[src/common/ssp_map.vh]
// Register map, reset values and timing constants of the sensor serial port
`ifndef SSP_MAP_VH
`define SSP_MAP_VH

// Register addresses
`define SSP_ADDR_MOTION_STATUS   7'h02
`define SSP_ADDR_Y_DISP          7'h03
`define SSP_ADDR_X_DISP          7'h04
`define SSP_ADDR_SURF_QUAL       7'h05
`define SSP_ADDR_SHUT_HI         7'h06
`define SSP_ADDR_SHUT_LO         7'h07
`define SSP_ADDR_MAX_PIXEL       7'h08
`define SSP_ADDR_SETUP_BITS      7'h11
`define SSP_ADDR_INIT_CMD        7'h3a
`define SSP_ADDR_BURST           7'h42

// Field positions
`define SSP_DIR_BIT              7
`define SSP_MOT_BIT              7
`define SSP_OVF_BIT              4
`define SSP_REST_BIT             7

// Reset values
`define SSP_SETUP_RST            8'h03
`define SSP_MOTION_RST           8'h00
`define SSP_INIT_KEY             8'h5a

// Burst length in bytes
`define SSP_BURST_LEN            3'h7

// Burst exit time in ns and its cycle count at 10 ns per clock
`define SSP_BURST_EXIT_NS        500
`define SSP_CLK_NS               10
`define SSP_BURST_EXIT_CYC       ((`SSP_BURST_EXIT_NS + `SSP_CLK_NS - 1) / `SSP_CLK_NS)

`endif

[src/ssp_out_buf.v]
// Two-entry buffer with valid and ready on both sides
`timescale 1ns/1ps
module ssp_out_buf
(
	// Clock and reset
	input  wire       clk_sys_i,
	input  wire       rst_i,
	input  wire       flush_i,
	// Fill side
	input  wire       in_valid_i,
	output wire       in_ready_o,
	input  wire [7:0] in_data_i,
	// Drain side
	output wire       out_valid_o,
	input  wire       out_ready_i,
	output wire [7:0] out_data_o
);

reg  [7:0] mem_r [0:1];
reg        wptr_r;
reg        rptr_r;
reg  [1:0] cnt_r;
reg  [7:0] dout_r;
wire       push;
wire       pop;

assign in_ready_o  = (cnt_r != 2'd2);
assign out_valid_o = (cnt_r != 2'd0);
assign out_data_o  = dout_r;
assign push        = in_valid_i & in_ready_o;
assign pop         = out_valid_o & out_ready_i;

always @(posedge clk_sys_i or posedge rst_i)
begin
	if (rst_i)
	begin
		wptr_r    <= 1'b0;
		rptr_r    <= 1'b0;
		cnt_r     <= 2'd0;
		mem_r[0]  <= 8'h00;
		mem_r[1]  <= 8'h00;
	end
	else if (flush_i)
	begin
		wptr_r <= 1'b0;
		rptr_r <= 1'b0;
		cnt_r  <= 2'd0;
	end
	else
	begin
		if (push)
		begin
			mem_r[wptr_r] <= in_data_i;
			wptr_r        <= ~wptr_r;
		end
		if (pop)
			rptr_r <= ~rptr_r;
		case ({push, pop})
			2'b10:   cnt_r <= cnt_r + 2'd1;
			2'b01:   cnt_r <= cnt_r - 2'd1;
			default: cnt_r <= cnt_r;
		endcase
	end
end

// Read data from a register: head entry, or incoming word when empty; written slot's old word on push with pop at one entry
always @(posedge clk_sys_i or posedge rst_i)
begin
	if (rst_i)
		dout_r <= 8'h00;
	else if (push && (cnt_r == 2'd0 || (cnt_r == 2'd1 && pop)))
		dout_r <= (cnt_r == 2'd0) ? in_data_i : mem_r[~rptr_r];
	else if (pop)
		dout_r <= mem_r[~rptr_r];
end

endmodule

[src/ssp_core.v]
// Serial port slave of the motion sensor with registers and burst readout
`timescale 1ns/1ps
`include "ssp_map.vh"
module ssp_core
(
	// Clock and reset
	input  wire       clk_sys_i,
	input  wire       rst_i,
	// Serial pins
	input  wire       sclk_i,
	input  wire       mosi_i,
	input  wire       port_select_n_i,
	output wire       miso_o,
	output wire       miso_oe_o,
	// Power-down pin
	input  wire       power_down_pin_i,
	// Motion datapath side
	input  wire       motion_event_i,
	input  wire       overflow_event_i,
	input  wire [7:0] delta_y_i,
	input  wire [7:0] delta_x_i,
	input  wire [7:0] surface_quality_reg_i,
	input  wire [7:0] shutter_hi_i,
	input  wire [7:0] shutter_lo_i,
	input  wire [7:0] max_pixel_i,
	// Status outputs
	output wire       motion_n_o,
	output wire       rest_mode_o,
	output wire       initialised_o,
	output wire       illum_drive_o
);

////////////////////////////////////////////////////////////////////////////////
// Input synchronisers and edge detection

reg  [1:0] sclk_s_r;
reg  [1:0] mosi_s_r;
reg  [1:0] sel_s_r;
reg  [1:0] pd_s_r;
reg        sclk_d_r;
reg        sel_d_r;

always @(posedge clk_sys_i or posedge rst_i)
begin
	if (rst_i)
	begin
		sclk_s_r <= 2'b00;
		mosi_s_r <= 2'b00;
		sel_s_r  <= 2'b11;
		pd_s_r   <= 2'b00;
		sclk_d_r <= 1'b0;
		sel_d_r  <= 1'b1;
	end
	else
	begin
		sclk_s_r <= {sclk_s_r[0], sclk_i};
		mosi_s_r <= {mosi_s_r[0], mosi_i};
		sel_s_r  <= {sel_s_r[0], port_select_n_i};
		pd_s_r   <= {pd_s_r[0], power_down_pin_i};
		sclk_d_r <= sclk_s_r[1];
		sel_d_r  <= sel_s_r[1];
	end
end

wire sel_n   = sel_s_r[1];
wire pd      = pd_s_r[1];
wire active  = ~sel_n & ~pd;
wire sck_ris = active & sclk_s_r[1] & ~sclk_d_r;
wire sck_fal = active & ~sclk_s_r[1] & sclk_d_r;
wire sel_ris = sel_n & ~sel_d_r;

////////////////////////////////////////////////////////////////////////////////
// Transaction state machine

localparam [4:0] ST_ADDR  = 5'b00001;
localparam [4:0] ST_WDATA = 5'b00010;
localparam [4:0] ST_RDATA = 5'b00100;
localparam [4:0] ST_BURST = 5'b01000;
localparam [4:0] ST_LOCK  = 5'b10000;

reg  [4:0] state_r;
reg  [4:0] state_nxt;
reg  [2:0] bit_cnt_r;
reg  [7:0] shin_r;
reg  [7:0] shout_r;
reg  [6:0] addr_r;
reg  [2:0] bytes_r;
reg        miso_r;
reg  [9:0] exit_cnt_r;
reg        init_r;
reg  [7:0] setup_r;
reg        mot_r;
reg        ovf_r;
reg  [7:0] rd_data;
reg        wr_stb;
reg        rd_y_r;
reg        rd_x_r;

wire [7:0] shin_nxt = {shin_r[6:0], mosi_s_r[1]};
wire       byte_end = sck_ris & (bit_cnt_r == 3'd7);

// Burst buffer path
wire       buf_in_ready;
wire       buf_out_valid;
wire [7:0] buf_out_data;
reg        buf_in_valid;
reg  [7:0] buf_in_data;
reg  [2:0] fill_idx_r;
reg        filling_r;
wire       buf_pop = (state_r == ST_BURST) & sck_fal & (bit_cnt_r == 3'd0);

always @*
begin
	case (addr_r)
		`SSP_ADDR_MOTION_STATUS: rd_data = {mot_r, 2'b00, ovf_r, 4'h0};
		`SSP_ADDR_Y_DISP:        rd_data = delta_y_i;
		`SSP_ADDR_X_DISP:        rd_data = delta_x_i;
		`SSP_ADDR_SURF_QUAL:     rd_data = surface_quality_reg_i;
		`SSP_ADDR_SHUT_HI:       rd_data = shutter_hi_i;
		`SSP_ADDR_SHUT_LO:       rd_data = shutter_lo_i;
		`SSP_ADDR_MAX_PIXEL:     rd_data = max_pixel_i;
		`SSP_ADDR_SETUP_BITS:    rd_data = setup_r;
		default:                 rd_data = 8'h00;
	endcase
end

always @*
begin
	case (fill_idx_r)
		3'd0:    buf_in_data = {mot_r, 2'b00, ovf_r, 4'h0};
		3'd1:    buf_in_data = delta_y_i;
		3'd2:    buf_in_data = delta_x_i;
		3'd3:    buf_in_data = surface_quality_reg_i;
		3'd4:    buf_in_data = shutter_hi_i;
		3'd5:    buf_in_data = shutter_lo_i;
		default: buf_in_data = max_pixel_i;
	endcase
	buf_in_valid = filling_r & active;
end

always @*
begin
	state_nxt = state_r;
	case (state_r)
		ST_ADDR:
			if (byte_end)
			begin
				if (shin_nxt[`SSP_DIR_BIT])
					state_nxt = ST_WDATA;
				else if (shin_nxt[6:0] == `SSP_ADDR_BURST)
					state_nxt = ST_BURST;
				else
					state_nxt = ST_RDATA;
			end
		ST_WDATA:
			if (byte_end)
				state_nxt = ST_ADDR;
		ST_RDATA:
			if (byte_end)
				state_nxt = ST_ADDR;
		ST_BURST:
			if (byte_end && bytes_r == `SSP_BURST_LEN - 3'd1)
				state_nxt = ST_LOCK;
		ST_LOCK:
			state_nxt = ST_LOCK;
		default:
			state_nxt = ST_ADDR;
	endcase
end

wire exit_done = (exit_cnt_r >= `SSP_BURST_EXIT_CYC);

always @(posedge clk_sys_i or posedge rst_i)
begin
	if (rst_i)
	begin
		state_r    <= ST_ADDR;
		bit_cnt_r  <= 3'd0;
		shin_r     <= 8'h00;
		shout_r    <= 8'h00;
		addr_r     <= 7'h00;
		bytes_r    <= 3'd0;
		miso_r     <= 1'b0;
		exit_cnt_r <= 10'd0;
		fill_idx_r <= 3'd0;
		filling_r  <= 1'b0;
		wr_stb     <= 1'b0;
	end
	else
	begin
		wr_stb <= 1'b0;
		if (sel_n && (state_r == ST_BURST || state_r == ST_LOCK))
		begin
			// Burst ends only after select has stayed high long enough
			exit_cnt_r <= exit_done ? exit_cnt_r : exit_cnt_r + 10'd1;
			if (exit_done)
			begin
				state_r   <= ST_ADDR;
				filling_r <= 1'b0;
			end
		end
		else if (sel_n || pd)
		begin
			state_r    <= (state_r == ST_BURST || state_r == ST_LOCK) ? state_r : ST_ADDR;
			exit_cnt_r <= 10'd0;
			bit_cnt_r  <= 3'd0;
			shin_r     <= 8'h00;
			filling_r  <= 1'b0;
		end
		else
		begin
			exit_cnt_r <= 10'd0;
			if (state_r != ST_LOCK)
			begin
				state_r <= state_nxt;
				if (sck_ris)
				begin
					shin_r    <= shin_nxt;
					bit_cnt_r <= bit_cnt_r + 3'd1;
				end
			end
			if (byte_end && state_r == ST_ADDR)
			begin
				addr_r <= shin_nxt[6:0];
				if (!shin_nxt[`SSP_DIR_BIT] && shin_nxt[6:0] == `SSP_ADDR_BURST)
				begin
					filling_r  <= 1'b1;
					fill_idx_r <= 3'd0;
					bytes_r    <= 3'd0;
				end
			end
			if (byte_end && state_r == ST_WDATA)
				wr_stb <= 1'b1;
			if (byte_end && state_r == ST_BURST)
				bytes_r <= bytes_r + 3'd1;
			if (filling_r && buf_in_ready)
			begin
				fill_idx_r <= fill_idx_r + 3'd1;
				if (fill_idx_r == `SSP_BURST_LEN - 3'd1)
					filling_r <= 1'b0;
			end
			if (sck_fal)
			begin
				if (state_r == ST_RDATA && bit_cnt_r == 3'd0)
				begin
					miso_r  <= rd_data[7];
					shout_r <= {rd_data[6:0], 1'b0};
				end
				else if (buf_pop)
				begin
					miso_r  <= buf_out_valid ? buf_out_data[7] : 1'b0;
					shout_r <= {buf_out_data[6:0], 1'b0};
				end
				else if (state_r == ST_RDATA || state_r == ST_BURST)
				begin
					miso_r  <= shout_r[7];
					shout_r <= {shout_r[6:0], 1'b0};
				end
			end
		end
	end
end

ssp_out_buf u_buf
(
	.clk_sys_i   (clk_sys_i),
	.rst_i       (rst_i),
	.flush_i     (sel_ris),
	.in_valid_i  (buf_in_valid),
	.in_ready_o  (buf_in_ready),
	.in_data_i   (buf_in_data),
	.out_valid_o (buf_out_valid),
	.out_ready_i (buf_pop),
	.out_data_o  (buf_out_data)
);

////////////////////////////////////////////////////////////////////////////////
// Registers and motion flag

always @(posedge clk_sys_i or posedge rst_i)
begin
	if (rst_i)
	begin
		setup_r <= `SSP_SETUP_RST;
		init_r  <= 1'b0;
		mot_r   <= 1'b0;
		ovf_r   <= 1'b0;
		rd_y_r  <= 1'b0;
		rd_x_r  <= 1'b0;
	end
	else
	begin
		if (wr_stb && addr_r == `SSP_ADDR_SETUP_BITS && init_r)
			setup_r <= shin_r;
		if (wr_stb && addr_r == `SSP_ADDR_INIT_CMD && shin_r == `SSP_INIT_KEY)
		begin
			init_r  <= 1'b1;
			setup_r <= `SSP_SETUP_RST;
		end
		else if (pd)
			init_r <= 1'b0;
		// Reads of both deltas, or a status write, clear the flag; new motion wins
		if (byte_end && state_r == ST_RDATA && addr_r == `SSP_ADDR_Y_DISP)
			rd_y_r <= 1'b1;
		if ((byte_end && state_r == ST_RDATA && addr_r == `SSP_ADDR_X_DISP) ||
		    (byte_end && state_r == ST_BURST && bytes_r == 3'd2))
			rd_x_r <= 1'b1;
		if (byte_end && state_r == ST_BURST && bytes_r == 3'd1)
			rd_y_r <= 1'b1;
		if (motion_event_i)
		begin
			mot_r  <= 1'b1;
			rd_y_r <= 1'b0;
			rd_x_r <= 1'b0;
		end
		else if ((rd_y_r && rd_x_r) || (wr_stb && addr_r == `SSP_ADDR_MOTION_STATUS))
		begin
			mot_r  <= 1'b0;
			rd_y_r <= 1'b0;
			rd_x_r <= 1'b0;
		end
		if (overflow_event_i)
			ovf_r <= 1'b1;
		else if (wr_stb && addr_r == `SSP_ADDR_MOTION_STATUS)
			ovf_r <= 1'b0;
	end
end

////////////////////////////////////////////////////////////////////////////////
// Outputs

assign miso_o        = miso_r;
assign miso_oe_o     = active & (state_r == ST_RDATA || state_r == ST_BURST);
assign motion_n_o    = ~mot_r;
assign rest_mode_o   = setup_r[`SSP_REST_BIT];
assign initialised_o = init_r;
assign illum_drive_o = init_r & ~pd & ~setup_r[`SSP_REST_BIT];

endmodule

[config.mk]
export PLATFORM = sky130hd
export DESIGN_NAME = ssp_core
export DESIGN_NICKNAME = d
export VERILOG_FILES = /design/src/ssp_out_buf.v /design/src/ssp_core.v
export VERILOG_INCLUDE_DIRS = /design/src /design/src/common
export SDC_FILE = /design/constraint.sdc
export NUM_CORES = 1
export LEC_CHECK = 0
export CAP_MARGIN = 10
export CORE_MARGIN = 10
export CORE_UTILIZATION = 61
export CTS_BUF_LIST = sky130_fd_sc_hd__clkbuf_8
export DETAILED_ROUTE_END_ITERATION = 10
export DONT_BUFFER_PORTS = 1
export PLACE_DENSITY = 0.77
export SKIP_LAST_GASP = 1
export SLEW_MARGIN = 20
export SYNTH_ARGS = -nofsm -noshare
export SYNTH_HDL_FRONTEND = slang
export SYNTH_SLANG_ARGS = --single-unit
[constraint.sdc]
create_clock -name clk_sys_i -period 8.1 [get_ports clk_sys_i]
set_input_delay 0.405 -clock clk_sys_i [delete_from_list [all_inputs] [get_ports clk_sys_i]]
set_output_delay 0.405 -clock clk_sys_i [all_outputs]
set_load 0.005 [all_outputs]
==> reports/qor.txt <==
Max IR drop VDD -> 0.1408 mV
TNS Setup -> 0 ns
synth unique cells -> 63
CTS sink cnt -> 100
Final Cell Area -> 0.005872 mm²
post-cts gate resize count -> 0
CTS Buffer Depth -> 2
Place WS -> 5.572 ns
Final min period -> 2.622 ns
slowest stage cell, crit path -> nor4_2
GP Congestion -> 0.9543
routed wire length -> 14120 µm
Mapped Avg Cell Area -> 9.238 µm²
Area contributors post-synth -> dfrtp_1 42%, nand2_1 6.0%, o21ai_0 5.0%
die footprint -> 0.01345 mm²
number of synthesized register bits -> 100
IO Pins -> 62
Post-route DRC -> 0
area leader, netlist -> dfrtp_1
net count after synthesis -> 679
Main synth FF type -> dfrtp_1
initial antenna violation count -> 0
Max Freq -> 381.4 MHz
Critical Path End Type -> register
Syn Inst Count -> 608
post-route core utilization -> 66.36%
Setup Viol. Count Final -> 0
Design Power -> 0.9273 mW
starting density of the core -> 63.48%
CTS Buf Count -> 9
first-pass GRT wire length -> 23100 µm
Max Cap Viol -> 0
critical path required time -> 8.39 ns
period utilisation layout -> 32.37%
layout net count -> 660
row count -> 34
First-pass DRT Iterations -> 5
worst hold margin -> 0.04660 ns
CORE AREA -> 0.008848 mm²
clk_lat worst skew -> 0.37 ns
Worst EP arrival -> 2.91 ns
Layout area overhead -> 4.544%
Crit Path Class -> register to register
Worst Path Max Fanout -> 12
Post-DRT Antenna Nets -> 0
Slew HR -> 27.23%
CP peak stage delay -> 0.96 ns
post-DP HPWL -> 10610 µm
n_diodes -> 0
Initial DRC Count -> 460
RSZ-0062 raised after global routing -> no
post-DR wirelength/cell -> 20.11 µm
die height -> 116.0 µm
Worst Skew -> 0.01484 ns
Clk pin slew, worst setup/hold paths -> 0.11 ns
port bufs -> 0
pin count of the biggest net entering global routing -> 86
CTS tree -> built
Die X -> 116.0 µm
area share of the largest cell type after synthesis -> 41.88%
Cell Area, Synth -> 0.005617 mm²
Seq/Total Area, Yosys -> 44.69%
P per Cell Area -> 157.9 mW/mm²
slew at the pin closest to its max-slew limit -> 1.083 ns
non-filler instance count after layout -> 702
# placed instances -> 684
share of cells above drive strength 1 -> 8.249%
total leakage power -> 2.447 nW
total global-route track usage -> 21.48%
final hold vios -> 0
CTS root buf -> clkbuf_8
vias per cell -> 6.577
status -> complete, no violations
async set-or-reset flop fraction in the synthesized netlist -> 100.0%
setup ws final -> 5.478 ns
DP Area -> 0.005618 mm²
Post-synth EDFFs -> 0
Worst Setup Start Kind -> register
total grt overflow -> 0
CTS H-tree depth -> 3
HP Class -> input pin to register
Yosys warnings -> 0
Critical Path, Cell by Cell -> nor4_2, nand2_1, or4b_1, a21boi_0
routed via count -> 4617
Final Max Tran Viols -> 0
vias in the first global route -> 4485
-- worst paths after layout --
check / from / endpoint / slack (ns) / depth (start not counted)
max: addr_r[6] / rd_y_r / 5.48 / 4
min: mosi_i / mosi_s_r[0] / 0.05 / 0
max reg2reg: addr_r[6] / rd_y_r / 5.48 / 4
min reg2reg: sclk_s_r[0] / sclk_s_r[1] / 0.36 / 0
max in group asynchronous: rst_i / mot_r / 6.71 / 3
min in group asynchronous: rst_i / exit_cnt_r[7] / 0.42 / 2
-- worst max-delay path: cells and delay by family, from the launching register on --
family	cells	cell delay, ns
flops	1	0.46
compound gates	1	0.16
simple gates	3	1.91
-- final cells by class --
class | instances | area (µm²)
sequential | 100 | 2510
clock inverter | 7 | 102.6
clock buffer | 9 | 123.9
fill | 750 | 2977
inverter | 21 | 81.33
tap | 108 | 135.1
timing repair buffer | 3 | 31.28
multi-input combinational | 454 | 2888
-- cells in the mapped netlist, types with 7 or more instances --
master,number
nor2b_1,15
a21oi_1,24
o21ai_0,56
nor2_1,40
ha_1,15
a22o_1,9
nand2_1,90
o22ai_1,7
a2bb2oi_1,7
clkbuf_1,26
xor2_1,7
inv_1,21
a22oi_1,14
mux2i_1,24
nand4_1,11
mux2_2,12
nand3_1,20
nor3_1,8
dfrtp_1,94
-- power breakdown --
group	switching (mW)	internal [mW]
clock	0.194	0.154
sequential	0.0119	0.513
combinational	0.0327	0.0227
total	0.238	0.689
-- sequential cells by signal, summed over array words and instances (netlist names), 2 cells and up --
signal	cells
fill_idx_r	3
exit_cnt_r	10
shin_r	8
sel_s_r	2
sclk_s_r	2
u_buf.mem_r	16
pd_s_r	2
mosi_s_r	2
addr_r	7
u_buf.cnt_r	2
bit_cnt_r	3
u_buf.out_data_o	8
shout_r	7
bytes_r	3
setup_r	8
state_r	5
-- timing repair --
item,in CTS,in global routing
hold buffers,1,1
hold endpoints to repair,13,1
buffers inserted,0,0
-- cell usage in the layout (no fill, tap or decap), types with 3 or more instances in the layout --
cell,netlist,layout
a211oi_1,5,5
a21o_1,3,3
a21oi_1,24,24
a221oi_1,4,4
a22o_1,9,9
a22oi_1,14,14
a2bb2oi_1,7,7
a32oi_1,3,3
and2_1,5,5
and3_1,4,4
and4_1,3,3
clkbuf_8,0,9
dfrtp_1,94,94
dfstp_2,6,6
ha_1,15,15
inv_1,21,20
mux2_2,12,12
mux2i_1,24,24
nand2_1,90,90
nand2b_1,5,5
nand3_1,20,20
nand4_1,11,11
nor2_1,40,40
nor2b_1,15,15
nor3_1,8,8
nor3b_1,3,3
nor4_1,6,5
o211ai_1,5,5
o21a_1,3,3
o21ai_0,56,56
o22ai_1,7,7
o2bb2ai_1,4,4
o31ai_1,5,5
xnor2_1,3,3
xor2_1,7,7
-- kinds of logic (layout without fill, tap and decap cells) --
group,Yosys count,count (layout),share of synthesized area (%)
AND/OR/NAND/NOR,230,230,20.72
flip-flops,100,100,44.69
multiplexers,36,36,6.683
XOR/XNOR,10,10,1.559
buffers and inverters,54,40,4.076
adder cells (fa/ha/maj),15,15,3.342
AO/OA/AOI/OAI,163,163,18.94
-- per-layer routing --
layer / wire length, µm / track usage, % / vias up
li1: - / - / 2165
met1: 5837 / 28.06 / 2213
met2: 6551 / 33.26 / 202
met3: 1314 / 6.047 / 37
met4: 413 / 8.173 / 0
met5: 0 / 0 / -
Power figures use the tool's default switching activity.
